**src/shared/fpu_exc_defines.svh**
```systemverilog
// fpu exception and trap constants: offsets, field positions, results
// assumes inclusion by bare name from design, checker and testbench
`ifndef FPU_EXC_DEFINES_SVH
`define FPU_EXC_DEFINES_SVH
// psw flag positions
`define PSW_ANY_BIT 31
`define PSW_INV_BIT 30
`define PSW_OVF_BIT 29
`define PSW_DVZ_BIT 28
`define PSW_UNF_BIT 27
`define PSW_INX_BIT 26
`define PSW_RND_LSB 24
// apb register byte offsets
`define OFS_TRAP_CTRL 12'h000
`define OFS_TRAP_PC 12'h004
`define OFS_TRAP_OPC 12'h008
`define OFS_TRAP_SRC1 12'h010
`define OFS_TRAP_SRC2 12'h014
`define OFS_TRAP_SRC3 12'h018
`define OFS_PSW_FLAGS 12'h030
`define OFS_FLAG_UPDATE 12'h034
// trap control fields
`define CTL_CAP_FLAG_LSB 26
`define CTL_EN_LSB 18
`define CTL_CAP_RND_LSB 8
`define CTL_CLEAR_BIT 1
`define CTL_VALID_BIT 0
// trap identity
`define TRAP_CLASS 3'h4
`define TRAP_IDENT 8'h04
// defined results
`define QNAN_OPERAND 32'h7FC00000
`define QNAN_INF_CANCEL 32'h7FC00001
`define QNAN_ZERO_INF 32'h7FC00002
`define QNAN_SEED_NEG 32'h7FC00004
`define QNAN_DIV_INV 32'h7FC00008
`define POS_INF 32'h7F800000
`define NEG_INF 32'hFF800000
`define MAX_FIN_MAG 31'h7F7FFFFF
`define RESET_WORD 32'h00000000
`endif

```
**src/shared/fpu_exc_pkg.sv**
```systemverilog
// types shared by the fpu exception unit
// assumes the defines header on the include path
package fpu_exc_pkg;
    typedef enum logic [1:0] {
        RND_NEAREST = 2'h0,
        RND_PLUS = 2'h1,
        RND_MINUS = 2'h2,
        RND_ZERO = 2'h3
    } rounding_select_e;
    typedef enum logic [7:0] {
        OP_NONE = 8'h01,
        OP_ADD = 8'h02,
        OP_SUB = 8'h04,
        OP_MUL = 8'h08,
        OP_MADD = 8'h10,
        OP_MSUB = 8'h20,
        OP_DIV = 8'h40,
        OP_OTHER = 8'h80
    } fpu_op_e;
    // one completing instruction from the pipeline
    typedef struct packed {
        logic valid;
        logic flag_update_op;
        logic may_except;
        logic [4:0] flags;
        logic [4:0] update_flags;
        logic [1:0] rounding_select;
        logic [31:0] pc;
        logic [8:0] opcode;
        logic [3:0] dreg;
        logic [31:0] src1;
        logic [31:0] src2;
        logic [31:0] src3;
    } fpu_retire_s;
    // operand classification for special results
    typedef struct packed {
        logic [7:0] op;
        logic recip_sqrt_seed_op;
        logic any_nan;
        logic snan;
        logic inf_a;
        logic inf_b;
        logic inf_c;
        logic zero_a;
        logic zero_b;
        logic sign_a;
        logic sign_b;
        logic sign_c;
        logic prod_inf;
        logic prod_sign;
        logic overflow;
        logic underflow;
        logic inexact;
        logic conv_range;
        logic res_sign;
        logic [31:0] rounded;
    } fpu_classify_s;
endpackage

```
**src/design/fpu_exception_trap_logic.sv**
```systemverilog
// fpu exception flags, special results and asynchronous trap capture
// assumes the pipeline presents classification per op and a retire strobe
//
// Implementation choices: the placing of the registers and the APB interface to the registers.
`timescale 1ns/1ps
`include "fpu_exc_defines.svh"
module fpu_exception_trap_logic
    import fpu_exc_pkg::*;
(
    input wire logic CLK_SYS,
    input wire logic RST,
    input wire fpu_classify_s CLASSIFY,
    output logic [31:0] RESULT,
    output logic [4:0] OP_FLAGS,
    input wire fpu_retire_s RETIRE,
    input wire logic ALU_FLAG_WE,
    input wire logic [4:0] ALU_FLAGS,
    output logic [5:0] PSW_FLAGS,
    output logic [1:0] ROUNDING_SELECT,
    output logic TRAP_REQ,
    output logic [2:0] TRAP_CLASS,
    output logic [7:0] TRAP_IDENT,
    input wire logic PSEL,
    input wire logic PENABLE,
    input wire logic PWRITE,
    input wire logic [11:0] PADDR,
    input wire logic [31:0] PWDATA,
    output logic [31:0] PRDATA,
    output logic PREADY,
    output logic PSLVERR
);
    // ************************************************************
    // special results and per-op flags
    // ************************************************************
    logic f_inv;
    logic f_ovf;
    logic f_dvz;
    logic f_unf;
    logic f_inx;
    logic [31:0] next_result;
    logic is_mac;
    logic cancel;
    logic zero_inf;
    logic div_inv;
    logic div_zero;
    logic seed_neg;
    logic seed_negzero;
    logic inf_div_zero;
    logic [31:0] ovf_value;
    assign is_mac = (CLASSIFY.op == OP_MADD) || (CLASSIFY.op == OP_MSUB);
    always_comb begin
        cancel = 1'b0;
        case (CLASSIFY.op)
            OP_ADD: cancel = CLASSIFY.inf_a && CLASSIFY.inf_b
                && (CLASSIFY.sign_a != CLASSIFY.sign_b);
            OP_SUB: cancel = CLASSIFY.inf_a && CLASSIFY.inf_b
                && (CLASSIFY.sign_a == CLASSIFY.sign_b);
            OP_MADD: cancel = CLASSIFY.prod_inf && CLASSIFY.inf_c
                && (CLASSIFY.prod_sign != CLASSIFY.sign_c);
            OP_MSUB: cancel = CLASSIFY.prod_inf && CLASSIFY.inf_c
                && (CLASSIFY.prod_sign == CLASSIFY.sign_c);
            default: cancel = 1'b0;
        endcase
    end
    assign zero_inf = ((CLASSIFY.op == OP_MUL) || is_mac)
        && ((CLASSIFY.zero_a && CLASSIFY.inf_b) || (CLASSIFY.inf_a && CLASSIFY.zero_b));
    assign div_inv = (CLASSIFY.op == OP_DIV) && ((CLASSIFY.zero_a && CLASSIFY.zero_b)
        || (CLASSIFY.inf_a && CLASSIFY.inf_b));
    assign div_zero = (CLASSIFY.op == OP_DIV) && CLASSIFY.zero_b
        && !CLASSIFY.zero_a && !CLASSIFY.inf_a && !CLASSIFY.any_nan;
    assign inf_div_zero = (CLASSIFY.op == OP_DIV) && CLASSIFY.inf_a && CLASSIFY.zero_b;
    // negative zero is not negative: seed of it is minus infinity
    assign seed_negzero = CLASSIFY.recip_sqrt_seed_op && CLASSIFY.zero_a && CLASSIFY.sign_a;
    assign seed_neg = CLASSIFY.recip_sqrt_seed_op && CLASSIFY.sign_a
        && !CLASSIFY.zero_a && !CLASSIFY.any_nan;
    always_comb begin
        case (rounding_select_e'(ROUNDING_SELECT))
            RND_NEAREST: ovf_value = CLASSIFY.res_sign ? `NEG_INF : `POS_INF;
            RND_ZERO: ovf_value = {CLASSIFY.res_sign, `MAX_FIN_MAG};
            RND_MINUS: ovf_value = CLASSIFY.res_sign ? `NEG_INF : {1'b0, `MAX_FIN_MAG};
            RND_PLUS: ovf_value = CLASSIFY.res_sign ? {1'b1, `MAX_FIN_MAG} : `POS_INF;
            default: ovf_value = `POS_INF;
        endcase
    end
    // priority keeps the four main flags mutually exclusive
    always_comb begin
        f_inv = 1'b0;
        f_ovf = 1'b0;
        f_dvz = 1'b0;
        f_unf = 1'b0;
        f_inx = 1'b0;
        next_result = CLASSIFY.rounded;
        if (CLASSIFY.any_nan) begin
            next_result = `QNAN_OPERAND;
            f_inv = CLASSIFY.snan;
        end else if (cancel) begin
            next_result = `QNAN_INF_CANCEL;
            f_inv = 1'b1;
        end else if (zero_inf) begin
            next_result = `QNAN_ZERO_INF;
            f_inv = 1'b1;
        end else if (seed_neg) begin
            next_result = `QNAN_SEED_NEG;
            f_inv = 1'b1;
        end else if (seed_negzero) begin
            next_result = `NEG_INF;
        end else if (div_inv) begin
            next_result = `QNAN_DIV_INV;
            f_inv = 1'b1;
        end else if (CLASSIFY.conv_range) begin
            f_inv = 1'b1;
        end else if (inf_div_zero || CLASSIFY.inf_a || CLASSIFY.inf_b || CLASSIFY.inf_c) begin
            next_result = CLASSIFY.res_sign ? `NEG_INF : `POS_INF;
        end else if (div_zero) begin
            next_result = CLASSIFY.res_sign ? `NEG_INF : `POS_INF;
            f_dvz = 1'b1;
        end else if (CLASSIFY.overflow) begin
            next_result = ovf_value;
            f_ovf = 1'b1;
            f_inx = 1'b1;
        end else if (CLASSIFY.underflow) begin
            f_unf = 1'b1;
            f_inx = 1'b1;
        end else begin
            f_inx = CLASSIFY.inexact;
        end
    end
    logic [4:0] next_op_flags;
    assign next_op_flags = {f_inv, f_ovf, f_dvz, f_unf, f_inx};
    always_ff @(posedge CLK_SYS or posedge RST) begin
        if (RST) begin
            RESULT <= `RESET_WORD;
            OP_FLAGS <= 5'h00;
        end else begin
            RESULT <= next_result;
            OP_FLAGS <= next_op_flags;
        end
    end
    // ************************************************************
    // status word flags
    // ************************************************************
    logic [4:0] sticky;
    logic any_exc;
    logic [1:0] rnd;
    logic apb_wr;
    logic wr_ctrl;
    logic wr_psw;
    logic wr_rnd;
    logic [31:0] enables;
    assign apb_wr = PSEL && PENABLE && PWRITE;
    // one strobe per writable word; unmapped writes fall out here
    always_comb begin
        wr_ctrl = 1'b0;
        wr_psw = 1'b0;
        wr_rnd = 1'b0;
        if (apb_wr) begin
            case (PADDR)
                `OFS_TRAP_CTRL: wr_ctrl = 1'b1;
                `OFS_PSW_FLAGS: wr_psw = 1'b1;
                `OFS_FLAG_UPDATE: wr_rnd = 1'b1;
                default: wr_ctrl = 1'b0;
            endcase
        end
    end
    // alu shares these bits, so its write beats everything
    always_ff @(posedge CLK_SYS or posedge RST) begin
        if (RST) begin
            sticky <= 5'h00;
        end else if (ALU_FLAG_WE) begin
            sticky <= ALU_FLAGS;
        end else if (RETIRE.valid && RETIRE.flag_update_op) begin
            sticky <= RETIRE.update_flags;
        end else if (RETIRE.valid && RETIRE.may_except) begin
            sticky <= sticky | RETIRE.flags;
        end else if (wr_psw) begin
            sticky <= PWDATA[`PSW_INV_BIT:`PSW_INX_BIT];
        end
    end
    // own block: an alu write in the same cycle must not hide it
    always_ff @(posedge CLK_SYS or posedge RST) begin
        if (RST) begin
            any_exc <= 1'b0;
        end else if (RETIRE.valid && RETIRE.may_except && !RETIRE.flag_update_op) begin
            any_exc <= |RETIRE.flags;
        end
    end
    always_ff @(posedge CLK_SYS or posedge RST) begin
        if (RST) begin
            rnd <= 2'h0;
        end else if (wr_rnd) begin
            rnd <= PWDATA[`PSW_RND_LSB +: 2];
        end else if (RETIRE.valid && RETIRE.flag_update_op) begin
            rnd <= RETIRE.rounding_select;
        end
    end
    assign PSW_FLAGS = {any_exc, sticky};
    assign ROUNDING_SELECT = rnd;
    // ************************************************************
    // trap enables, capture and request
    // ************************************************************
    logic [4:0] trap_en;
    logic valid;
    logic [4:0] cap_flags;
    logic [1:0] cap_rnd;
    logic [31:0] cap_pc;
    logic [8:0] cap_opc;
    logic [3:0] cap_dreg;
    logic [31:0] cap_src [3];
    logic [31:0] src_in [3];
    logic hit;
    logic clear;
    // capture only at retirement, so the result path is never disturbed
    assign hit = RETIRE.valid && !valid
        && |(RETIRE.flags & trap_en);
    assign clear = wr_ctrl && PWDATA[`CTL_CLEAR_BIT];
    always_ff @(posedge CLK_SYS or posedge RST) begin
        if (RST) begin
            trap_en <= 5'h00;
        end else if (wr_ctrl) begin
            trap_en <= PWDATA[`CTL_EN_LSB +: 5];
        end
    end
    // set beats clear when both land together
    always_ff @(posedge CLK_SYS or posedge RST) begin
        if (RST) begin
            valid <= 1'b0;
        end else if (hit) begin
            valid <= 1'b1;
        end else if (clear) begin
            valid <= 1'b0;
        end
    end
    // result deliberately not captured
    always_ff @(posedge CLK_SYS or posedge RST) begin
        if (RST) begin
            cap_flags <= 5'h00;
            cap_rnd <= 2'h0;
            cap_pc <= `RESET_WORD;
            cap_opc <= 9'h000;
            cap_dreg <= 4'h0;
        end else if (hit) begin
            cap_flags <= RETIRE.flags;
            cap_rnd <= RETIRE.rounding_select;
            cap_pc <= RETIRE.pc;
            cap_opc <= RETIRE.opcode;
            cap_dreg <= RETIRE.dreg;
        end
    end
    // one capture word per source operand
    assign src_in[0] = RETIRE.src1;
    assign src_in[1] = RETIRE.src2;
    assign src_in[2] = RETIRE.src3;
    for (genvar k = 0; k < 3; k++) begin : g_src
        always_ff @(posedge CLK_SYS or posedge RST) begin
            if (RST) begin
                cap_src[k] <= `RESET_WORD;
            end else if (hit) begin
                cap_src[k] <= src_in[k];
            end
        end
    end
    always_ff @(posedge CLK_SYS or posedge RST) begin
        if (RST) begin
            TRAP_REQ <= 1'b0;
        end else begin
            TRAP_REQ <= hit;
        end
    end
    assign TRAP_CLASS = `TRAP_CLASS;
    assign TRAP_IDENT = `TRAP_IDENT;
    // ************************************************************
    // apb slave, zero wait states
    // ************************************************************
    always_comb begin
        enables = `RESET_WORD;
        enables[`CTL_EN_LSB +: 5] = trap_en;
        enables[`CTL_CAP_FLAG_LSB +: 5] = cap_flags;
        enables[`CTL_CAP_RND_LSB +: 2] = cap_rnd;
        enables[`CTL_VALID_BIT] = valid;
    end
    logic [31:0] next_prdata;
    // unmapped words read as zero, clear bit always reads zero
    always_comb begin
        case (PADDR)
            `OFS_TRAP_CTRL: next_prdata = enables;
            `OFS_TRAP_PC: next_prdata = cap_pc;
            `OFS_TRAP_OPC: next_prdata = {12'h000, cap_dreg, 7'h00, cap_opc};
            `OFS_TRAP_SRC1: next_prdata = cap_src[0];
            `OFS_TRAP_SRC2: next_prdata = cap_src[1];
            `OFS_TRAP_SRC3: next_prdata = cap_src[2];
            `OFS_PSW_FLAGS: next_prdata = {PSW_FLAGS, 26'h0000000};
            `OFS_FLAG_UPDATE: next_prdata = {6'h00, rnd, 24'h000000};
            default: next_prdata = `RESET_WORD;
        endcase
    end
    // latched in the setup cycle, so it stands through the access phase
    always_ff @(posedge CLK_SYS or posedge RST) begin
        if (RST) begin
            PRDATA <= `RESET_WORD;
        end else if (PSEL && !PENABLE && !PWRITE) begin
            PRDATA <= next_prdata;
        end
    end
    assign PREADY = 1'b1;
    assign PSLVERR = 1'b0;
endmodule

```
**config.mk**
```make
export PLATFORM = sky130hd
export DESIGN_NAME = fpu_exception_trap_logic
export DESIGN_NICKNAME = d
export VERILOG_FILES = /design/src/shared/fpu_exc_pkg.sv /design/src/design/fpu_exception_trap_logic.sv
export VERILOG_INCLUDE_DIRS = /design/src /design/src/shared
export SDC_FILE = /design/constraint.sdc
export NUM_CORES = 1
export LEC_CHECK = 0
export BUFFER_PORTS_ARGS = -buffer_cell sky130_fd_sc_hd__buf_2
export CELL_PAD_IN_SITES_DETAIL_PLACEMENT = 1
export CELL_PAD_IN_SITES_GLOBAL_PLACEMENT = 1
export CORE_UTILIZATION = 38
export CTS_BUF_LIST = sky130_fd_sc_hd__clkbuf_16
export DETAILED_ROUTE_END_ITERATION = 8
export GPL_ROUTABILITY_DRIVEN = 0
export HOLD_SLACK_MARGIN = 0.03
export PLACE_DENSITY_LB_ADDON = 0.25
export SLEW_MARGIN = 15
export SYNTH_ARGS = -nofsm -noshare
export SYNTH_HDL_FRONTEND = slang
export SYNTH_SLANG_ARGS = --single-unit
```
**constraint.sdc**
```tcl
create_clock -name CLK_SYS -period 8.85 [get_ports CLK_SYS]
set_input_delay 1.3275 -clock CLK_SYS [delete_from_list [all_inputs] [get_ports CLK_SYS]]
set_output_delay 1.3275 -clock CLK_SYS [all_outputs]
set_load 0.005 [all_outputs]
```
==> results of run 1 <==
stage by stage:
step | instances | cell area [sq um] | power [mW] | util, %
after floorplan | 830 | 10600 | 1.22 | -
after global placement | 1475 | 12500 | 1.32 | 45.8
after detailed placement | 1475 | 12500 | 1.32 | 45.8
after CTS | 1526 | 13400 | 2.48 | 49.2
after global routing | 1531 | 13400 | 2.54 | 49.3
final | 1534 | 13400 | 2.45 | 49.3
power by group:
part           internal, mW  switching (mW)  total, mW  leakage (nW)
Clock                 0.703           0.444       1.15         0.476
Sequential             1.09          0.0189       1.11          3.16
Combinational        0.0915           0.104      0.196          3.08
metal layers:
| metal | up-vias | GRT usage (%) |
|---|---|---|
| li1 | 3674 | - |
| met1 | 4121 | 27.6 |
| met2 | 275 | 39.9 |
| met3 | 55 | 5.63 |
| met4 | 6 | 7.55 |
| met5 | - | 0 |
cell type report:
class / instances / area [sq um] / area share [%]
sequential: 232 / 5810 / 43.3
multi-input combinational: 529 / 4440 / 33.1
timing repair buffer: 339 / 1730 / 12.9
clock buffer: 29 / 726 / 5.42
tap: 372 / 465 / 3.47
clock inverter: 22 / 198 / 1.48
antenna: 8 / 20.0 / 0.149
inverter: 3 / 18.8 / 0.140
worst max-delay path: stages:
cell	delay, ns
buf_2	0.10
nor4_1	0.69
nand3_1	0.73
nor2_1	0.93
a221oi_1	0.18
o21ai_0	0.21
cells in the final DEF, fill, tap and decap left out, types with 13 or more instances in the layout:
cell,netlist,routed
a222oi_1,13,13
a22o_1,23,23
clkbuf_16,0,29
o21ai_0,30,30
dfrtp_1,232,232
conb_1,2,13
buf_2,16,327
nor2_1,32,32
mux2i_1,17,17
mux2_2,178,178
nand2_1,38,38
nor3_1,14,14
a22oi_1,16,16
logic make-up (layout without fill, tap and decap cells):
family	Yosys count	in the layout	synth area share [%]
xor gates and xnor gates	2	2	0.165
DFF	232	232	54.8
muxes	195	195	20.5
AOI/OAI and AO/OA	152	152	11.0
buffers and inverters	69	393	3.77
other	2	21	0.0709
and+or+nand+nor	167	167	9.62
worst max path at each step:
stage,startpoint,endpoint,slack (ns),cells after the start
floorplan,RST,OP_FLAGS[0]$_DFF_PP0_,1.16,1
global placement,PADDR[11],PRDATA[13]$_DFFE_PP0P_,4.68,6
detailed placement,PADDR[11],PRDATA[15]$_DFFE_PP0P_,4.65,6
CTS,PADDR[11],PRDATA[15]$_DFFE_PP0P_,5.19,6
global route,PADDR[11],PRDATA[15]$_DFFE_PP0P_,5.03,6
finish,PADDR[11],PRDATA[15]$_DFFE_PP0P_,5.10,6
sequential cells by signal (all words and copies together), names as in the netlist:
register	count
cap_pc	32
valid	1
sticky	5
cap_opc	9
TRAP_REQ	1
cap_src	96
ROUNDING_SELECT	2
trap_en	5
cap_flags	5
PRDATA	32
RESULT	32
OP_FLAGS	5
cap_dreg	4
cap_rnd	2
any_exc	1
==> results.ini, run 1 <==
[placed_design]
dp_hpwl_microns = 23300
portBuffers = 327
post-place-ws_ns = 4.65

[synthesis]
synth-edff-count = 0
synth_top_area_share_pct = 54.8
synth.area.top_cells = dfrtp_1, mux2_2, a22o_1, mux2i_1, o21ai_0
synth_area_leader_cell = dfrtp_1
synth_most_common_cell = dfrtp_1
synth-seq-cells = 232
syn_area_sq_um = 10600
syn_inst = 819
ys.flop_type = dfrtp_1
synth_cell_types = 65
synth.avg_cell_area_sq_um = 12.9
async_flop_share_pct = 100
synth_commonest_cells = dfrtp_1, mux2_2, nand2_1
yosys_warnings = 0
yosysSeqAreaShare_pct = 54.8

[timing]
rsz0062_at_grt = no
period_share_pct = 42.4
drv_slew = 0
skew_ns = 0.0162
fin_ws_ns = 5.10
setup_violations = 0
slew_headroom_pct = 32.1
timing.final.hold_violations = 0
hold_ws_ns = 0.473
setup-tns-final_ns = 0
fmax_mhz = 267
worst_pin_slew_ns = 1.02
post-route-min-period_ns = 3.75

[floorplan]
die_area_sq_um = 28500
die_w_microns = 169
coreArea_sq_um = 27200
io_pins = 360
fp.dieH_microns = 169
initial_core_util_pct = 39.0
rows = 60

[clock_tree]
cts_buffers = 28
postCtsResizedCells = 0
htreeDepth = 1
cts.sink_count = 232
cts_root_buf = clkbuf_16
insertion_delay_ns = 0.54
path_clk_slew_ns = 0.06
cts_tree = done
cts_setup_buffers = 0
clockBufferDepth = 3
hold_buffers = 0

[min_path]
min_from = PRDATA[6]$_DFFE_PP0P_
hold-path-cell-count = 2
min_to = PRDATA[6]$_DFFE_PP0P_
hp-class = flop to flop

[global_route]
grt_start_max_net_pins = 112
grt_pass1_vias = 8863
grt_overflow_total = 0
grt_pass1_wl_microns = 50300
grt_util_all_layers_pct = 22.9
antenna_found_initial = 11

[routing]
routed_wl_microns = 32800
met2WireLength_microns = 16600
wl_per_cell_microns = 21.4
vias = 8131
dr.first_iter.drc_count = 439
detail-route-antenna-nets = 0
vias_per_cell = 5.30
wl_met1_microns = 13000
drt_first_pass_iters = 6
drc_errors = 0
maxUsedRoutingLayer = met5
dr_wl_met3_microns = 2260

[pwr]
p_leak_nw = 6.72
power_density_nw_per_um2 = 183
vdd_ir_drop_max_mv = 0.124

[worst_setup_path]
reg2reg_depth = 4
critPathRequiredTime_ns = 9.28
path_class = input pin to flop
r2r-start = valid$_DFFE_PP0P_
critical_path.startpoint_type = input pin
end_kind = flop
cp_max_fo = 10
arrival_ns = 4.18
r2r_end = cap_src[69]$_DFFE_PP0P_
regToRegSetupSlack_ns = 6.19

[layout]
drive_above_1_share_pct = 52.0
layout.nets = 1402
nFillCells = 2983
area_growth_pct = 26.5

[job]
drv_cap = 0

[status]
status = completed

Power figures use the tool's default switching activity.
==> inputs of run 2 (changes only) <==
--- a/config.mk
+++ b/config.mk
@@ -6,10 +6,11 @@
 export SDC_FILE = /design/constraint.sdc
 export NUM_CORES = 1
 export LEC_CHECK = 0
+export ABC_AREA = 1
 export BUFFER_PORTS_ARGS = -buffer_cell sky130_fd_sc_hd__buf_2
 export CELL_PAD_IN_SITES_DETAIL_PLACEMENT = 1
 export CELL_PAD_IN_SITES_GLOBAL_PLACEMENT = 1
-export CORE_UTILIZATION = 38
+export CORE_UTILIZATION = 37
 export CTS_BUF_LIST = sky130_fd_sc_hd__clkbuf_16
 export DETAILED_ROUTE_END_ITERATION = 8
 export GPL_ROUTABILITY_DRIVEN = 0
==> constraint.sdc (replaced) <==
create_clock -name CLK_SYS -period 3.47 [get_ports CLK_SYS]
set_input_delay 0.5205 -clock CLK_SYS [delete_from_list [all_inputs] [get_ports CLK_SYS]]
set_output_delay 0.5205 -clock CLK_SYS [all_outputs]
set_load 0.005 [all_outputs]
==> run 2 against run 1 <==
  * Sequential power rose to 2.5 times the previous value
  * Critical path type unchanged
  * Flip-flop and latch count unchanged
  * Largest power group is now registers
  * Setup slack worse by 3.7 ns
  * Utilization down 2.3 points
  * Clock power up 140%
  * Via count up 31%
  * Final cell count up 41%
  * Global-route usage up 1.8 points
  * Synthesized cell count up 75%
  * Hold slack worse by 0.30 ns
==> results.ini, run 2 <==
[layout]
final_cells = 2163
drive_above_1_share_pct = 25.3
layout.nets = 2010
largest_reg_flops = 96
final_cell_mix = nand2_1, buf_2, dfrtp_1
mostFrequentLayoutCell = nand2_1
nFillCells = 3793
area_growth_pct = 24.9
regArea_sq_um = 5810
multi_input_area_sq_um = 4690
top_register = cap_src

[synthesis]
synth_top_family_by_area = simple AND/OR/NAND/NOR gates
synth_compound_area_share_pct = 3.12
synthAdderAreaFrac_pct = 0
synth-seq-cells = 232
synth.avg_cell_area_sq_um = 7.78
synth_cell_types = 38
ys.flop_type = dfrtp_1
synth_most_common_cell = nand2_1
synth-edff-count = 0
synth_xor_area_share_pct = 0.0785
muxShareOfSynthArea_pct = 0.505
syn_area_sq_um = 11200
async_flop_share_pct = 100
syn_inst = 1434
synth.area.top_cells = dfrtp_1, nand2_1, nand3_1, inv_1, o21ai_0
yosysSeqAreaShare_pct = 52.0
synthSimpleGateAreaFrac_pct = 37.7
synth_top_area_share_pct = 52.0
synth_area_leader_cell = dfrtp_1
synth_commonest_cells = nand2_1, dfrtp_1, nand3_1
yosys_warnings = 0

[floorplan]
initial_core_util_pct = 37.6
fp.dieH_microns = 176
die_area_sq_um = 30800
rows = 63
coreArea_sq_um = 29600
die_w_microns = 176
io_pins = 360

[clock_tree]
cts.sink_count = 232
cts_root_buf = clkbuf_16
cts_buffers = 27
htreeDepth = 1
path_clk_slew_ns = 0.06
hold_buffers = 1
cts_setup_buffers = 0
postCtsResizedCells = 0
clockBufferDepth = 3
insertion_delay_ns = 0.54
cts_tree = done

[timing]
setup_violations = 0
fmax_mhz = 495
drv_slew = 0
post-route-min-period_ns = 2.02
hold_ws_ns = 0.176
worst_pin_slew_ns = 0.993
period_share_pct = 58.3
rsz0062_at_grt = no
slew_headroom_pct = 33.8
timing.final.hold_violations = 0
skew_ns = 0.00879
fin_ws_ns = 1.45
setup-tns-final_ns = 0

[pwr]
internal-power_mw = 4.53
combinationalPowerShare_pct = 8.4
p_leak_nw = 8.10
power_density_nw_per_um2 = 433
vdd_ir_drop_max_mv = 0.390
fin_total_pwr_mw = 6.03
clkPwrFrac_pct = 44.9
switching_share_pct = 24.8
p_seq_share_pct = 46.7
p_switching_mw = 1.50

[status]
status = completed

[global_route]
grt_util_all_layers_pct = 24.7
grt_overflow_total = 0
grt_pass1_wl_microns = 59700
grt_pass1_vias = 11200
antenna_found_initial = 16
grt_start_max_net_pins = 147

[routing]
detail-route-antenna-nets = 0
drc_errors = 0
dr.first_iter.drc_count = 609
wl_per_cell_microns = 17.5
routed_wl_microns = 37800
vias = 10600
drt_first_pass_iters = 5
vias_per_cell = 4.91

[placed_design]
portBuffers = 327
dp_hpwl_microns = 26400
dp_cells = 2101
post-place-ws_ns = 0.881

[worst_setup_path]
cp_max_fo = 36
critPathRequiredTime_ns = 3.94
arrival_ns = 2.49
end_kind = flop
path_class = input pin to flop
critical_path.startpoint_type = input pin

[job]
drv_cap = 0

[min_path]
hp-class = input pin to flop

==> run 2: cell count changes after synthesis, moves of 11 or more <==
| cell | change |
|---|---|
| inv_1 | +57 |
| mux2i_1 | -17 |
| buf_2 | +14 |
| a221oi_1 | -12 |
| nor3_2 | -11 |
| nand3_1 | +125 |
| mux2_2 | -173 |
| nand4_1 | +17 |
| a22o_1 | -23 |
| a22oi_1 | -16 |
| nor2_1 | +19 |
| a222oi_1 | -13 |
| nand2_1 | +665 |
| or2_2 | +19 |
==> run 2: cells by family (layout without fill, tap and decap cells) <==
| logic type | count (synthesis) | after routing |
|---|---|---|
| simple gates | 982 | 982 |
| other cells | 2 | 24 |
| flops | 232 | 232 |
| buf+inv | 146 | 463 |
| mux | 5 | 5 |
| xor+xnor | 1 | 1 |
| compound gates | 66 | 66 |
==> run 2: final timing paths <==
| check | from | end | slack [ns] | depth (start not counted) |
|---|---|---|---|---|
| max in group asynchronous | RST | RESULT[13]$_DFF_PP0_ | 1.94 | 4 |
| setup reg to reg | trap_en[4]$_DFFE_PP0P_ | cap_opc[3]$_DFFE_PP0P_ | 1.45 | 9 |
| hold reg to reg | PRDATA[15]$_DFFE_PP0P_ | PRDATA[15]$_DFFE_PP0P_ | 0.48 | 2 |
| min in group asynchronous | RST | cap_src[26]$_DFFE_PP0P_ | 0.58 | 3 |
| setup / recovery | PADDR[11] | PRDATA[24]$_DFFE_PP0P_ | 1.45 | 11 |
| hold / removal | RETIRE[7] | cap_src[7]$_DFFE_PP0P_ | 0.18 | 3 |
==> run 2: cell type report <==
cell class              count  area share (%)
well taps                 390            3.50
flip-flops and latches    232            41.7
diodes                     11           0.198
multi-input cells        1067            33.6
clock buffers              27            4.85
clock inverters            23            1.07
repair buffers            347            13.2
inverters                  66            1.87
==> run 2: worst max-delay path, cell delays in order <==
cell and delay, ns:
buf_2 0.10, nor2_2 0.13, nand3_4 0.19, inv_2 0.41
buf_4 0.45, nand2_4 0.10, inv_6 0.22, nand2_1 0.10
nand2_1 0.07, o21ai_0 0.08, nand2_1 0.09
==> run 2: routing by layer <==
layer  GRT usage, %  up-vias  wire [microns]
li1               -     5103               -
met1           31.6     5143           16300
met2           41.9      291           18300
met3           5.43       67            2370
met4           6.70        8             858
met5              0        -              49
==> run 2: power by group through the flow <==
stage / Sequential [mW] / Combinational, mW / Clock [mW]
floorplan: 2.86 / 0.242 / 0
detailed placement: 2.86 / 0.509 / 0
finish: 2.82 / 0.506 / 2.71
global placement: 2.86 / 0.498 / 0
CTS: 2.82 / 0.513 / 2.76
global route: 2.82 / 0.568 / 2.85
==> run 2: per-stage QoR <==
step / util [%] / area, sq um
final: 47.0 / 13900
after global routing: 47.0 / 13900
after detailed placement: 44.1 / 13100
after global placement: 44.1 / 13100
after CTS: 46.9 / 13900
after floorplan: - / 11200
==> inputs of run 3 (changes only) <==
--- a/config.mk
+++ b/config.mk
@@ -10,7 +10,7 @@
 export BUFFER_PORTS_ARGS = -buffer_cell sky130_fd_sc_hd__buf_2
 export CELL_PAD_IN_SITES_DETAIL_PLACEMENT = 1
 export CELL_PAD_IN_SITES_GLOBAL_PLACEMENT = 1
-export CORE_UTILIZATION = 37
+export CORE_UTILIZATION = 33
 export CTS_BUF_LIST = sky130_fd_sc_hd__clkbuf_16
 export DETAILED_ROUTE_END_ITERATION = 8
 export GPL_ROUTABILITY_DRIVEN = 0
==> constraint.sdc (replaced) <==
create_clock -name CLK_SYS -period 1.7 [get_ports CLK_SYS]
set_input_delay 0.255 -clock CLK_SYS [delete_from_list [all_inputs] [get_ports CLK_SYS]]
set_output_delay 0.255 -clock CLK_SYS [all_outputs]
set_load 0.005 [all_outputs]
==> run 3 against run 2 <==
  * Hold slack got worse by 0.14 ns
  * Clock skew increased by 0.0034 ns
  * Final cell count increased by 13%
  * Clock power increased by 100%
  * Combinational power increased to 2.9 times the previous value
  * Critical path depth decreased by 2
  * Largest power group unchanged
  * Highest routed layer unchanged
==> results.ini, run 3 (synthesis gave the netlist of run 2 again) <==
[routing]
dr.first_iter.drc_count = 478
detail-route-antenna-nets = 0
routed_wl_microns = 44700
vias_per_cell = 4.82
vias = 11800
drt_first_pass_iters = 4
drc_errors = 0
wl_per_cell_microns = 18.3

[clock_tree]
htreeDepth = 1
insertion_delay_ns = 0.55
cts_buffers = 28
cts_root_buf = clkbuf_16
cts_tree = done
path_clk_slew_ns = 0.06
clockBufferDepth = 3
cts.sink_count = 232

[layout]
nFillCells = 4082
top_register = cap_src
mostFrequentLayoutCell = nand2_1
postLayoutCellArea_sq_um = 16500
largest_reg_flops = 96
drive_above_1_share_pct = 25.5
layout.nets = 2245
area_growth_pct = 47.6
final_cell_mix = nand2_1, buf_2, dfrtp_1

[worst_setup_path]
critical_path.startpoint_type = flop
slowest_delay_ns = 0.41
crit_path_frequent_cell = nand2_1
cp_max_fo = 45
path_class = flop to flop
cp.buffers_inverters = 2
critPathTopFamily = simple AND/OR/NAND/NOR gates
critPathRequiredTime_ns = 2.13
end_kind = flop
cp_slowest_cell = dfrtp_1
crit_chain = nand2_1, nand2_1, a21oi_1, nand3_1, nand3_4, inv_6, buf_12, nand2_1, nand2_1
arrival_ns = 2.07

[pwr]
fin_total_pwr_mw = 12.6
vdd_ir_drop_max_mv = 0.658
p_leak_nw = 9.20
power_density_nw_per_um2 = 767

[floorplan]
coreArea_sq_um = 32900
io_pins = 360
fp.dieH_microns = 186
die_area_sq_um = 34500
initial_core_util_pct = 33.9
rows = 66
die_w_microns = 186

[global_route]
grt_pass1_vias = 12900
grt_start_max_net_pins = 81
grt_overflow_total = 0
grt_util_all_layers_pct = 25.9
grt_pass1_wl_microns = 69200
antenna_found_initial = 10

[timing]
setup-tns-final_ns = 0
drv_slew = 0
hold_ws_ns = 0.0409
post-route-min-period_ns = 1.65
period_share_pct = 96.8
setup_violations = 0
timing.final.hold_violations = 0
fmax_mhz = 608
skew_ns = 0.0122

[placed_design]
portBuffers = 327
place_area_sq_um = 13800
dp_hpwl_microns = 28900

[status]
status = completed

[job]
drv_cap = 0

[min_path]
hp-class = input pin to flop

## run 3: changes by cell type in the layout (fill, tap and decap cells not counted), sizes merged
cell         before  now
clkinv           13   15
inv              73   70
clkbuf           27   29
dlygate4sd3       1  173
buf             346  407
clkinvlp          1    2
bufinv            2    0
diode            11    5
## run 3: what timing repair did
action | 4_1_cts | 5_1_grt
buffers inserted | 0 | 6
pin swaps | 0 | 2
setup endpoints to repair | 1 | 53
hold buffers | 173 | 0
resized for setup | 1 | 5
cloned | 0 | 1
endpoints found under the hold margin | 314 | 0
## run 3: final timing paths
kind	from	endpoint	slack, ns	cells after the start
max reg2reg	trap_en[2]$_DFFE_PP0P_	cap_pc[21]$_DFFE_PP0P_	0.05	9
max in group asynchronous	RST	cap_src[72]$_DFFE_PP0P_	0.80	5
max	trap_en[2]$_DFFE_PP0P_	cap_pc[21]$_DFFE_PP0P_	0.05	9
min in group asynchronous	RST	PRDATA[29]$_DFFE_PP0P_	0.32	4
min	RETIRE[141]	cap_rnd[0]$_DFFE_PP0P_	0.04	3
min reg2reg	PRDATA[14]$_DFFE_PP0P_	PRDATA[14]$_DFFE_PP0P_	0.47	2
## run 3: worst register-to-register path, cell delays in order (launching register included)
cell and delay, ns:
dfrtp_1 0.41, nand2_1 0.08, nand2_1 0.05, a21oi_1 0.15, nand3_1 0.15, nand3_4 0.21
inv_6 0.11, buf_12 0.20, nand2_1 0.11, nand2_1 0.06
## run 3: per-layer routing
layer / up-vias / global-route usage (%) / wire length, microns
met2: 354 / 46.3 / 22500
met5: - / 0 / 71
met1: 5719 / 30.4 / 18300
met4: 10 / 8.20 / 1380
li1: 5574 / - / -
met3: 102 / 5.87 / 2560
## run 3: metrics by stage
step / util [%] / instances / setup WS (ns)
2_1_floorplan: - / 1445 / -1.59
3_3_place_gp: 42.1 / 2208 / -0.0243
3_5_place_dp: 42.1 / 2208 / -0.0279
4_1_cts: 49.8 / 2430 / 0.0176
5_1_grt: 50.1 / 2441 / -0.0168
6_report: 50.1 / 2442 / 0.0540
## run 3: cell type report
cell class	count	area, sq um	area share [%]
sequential	232	5810	35.3
tap	442	553	3.36
clock inverter	21	104	0.631
timing repair buffer	581	4330	26.3
antenna	5	12.5	0.0760
inverter	66	263	1.60
multi-input combinational	1067	4690	28.5
clock buffer	28	701	4.26
## run 3: power by group
part	leakage (nW)	internal [mW]	switching, mW
Clock	0.418	2.97	2.44
Combinational	5.65	0.745	0.725
Sequential	3.14	5.67	0.0815
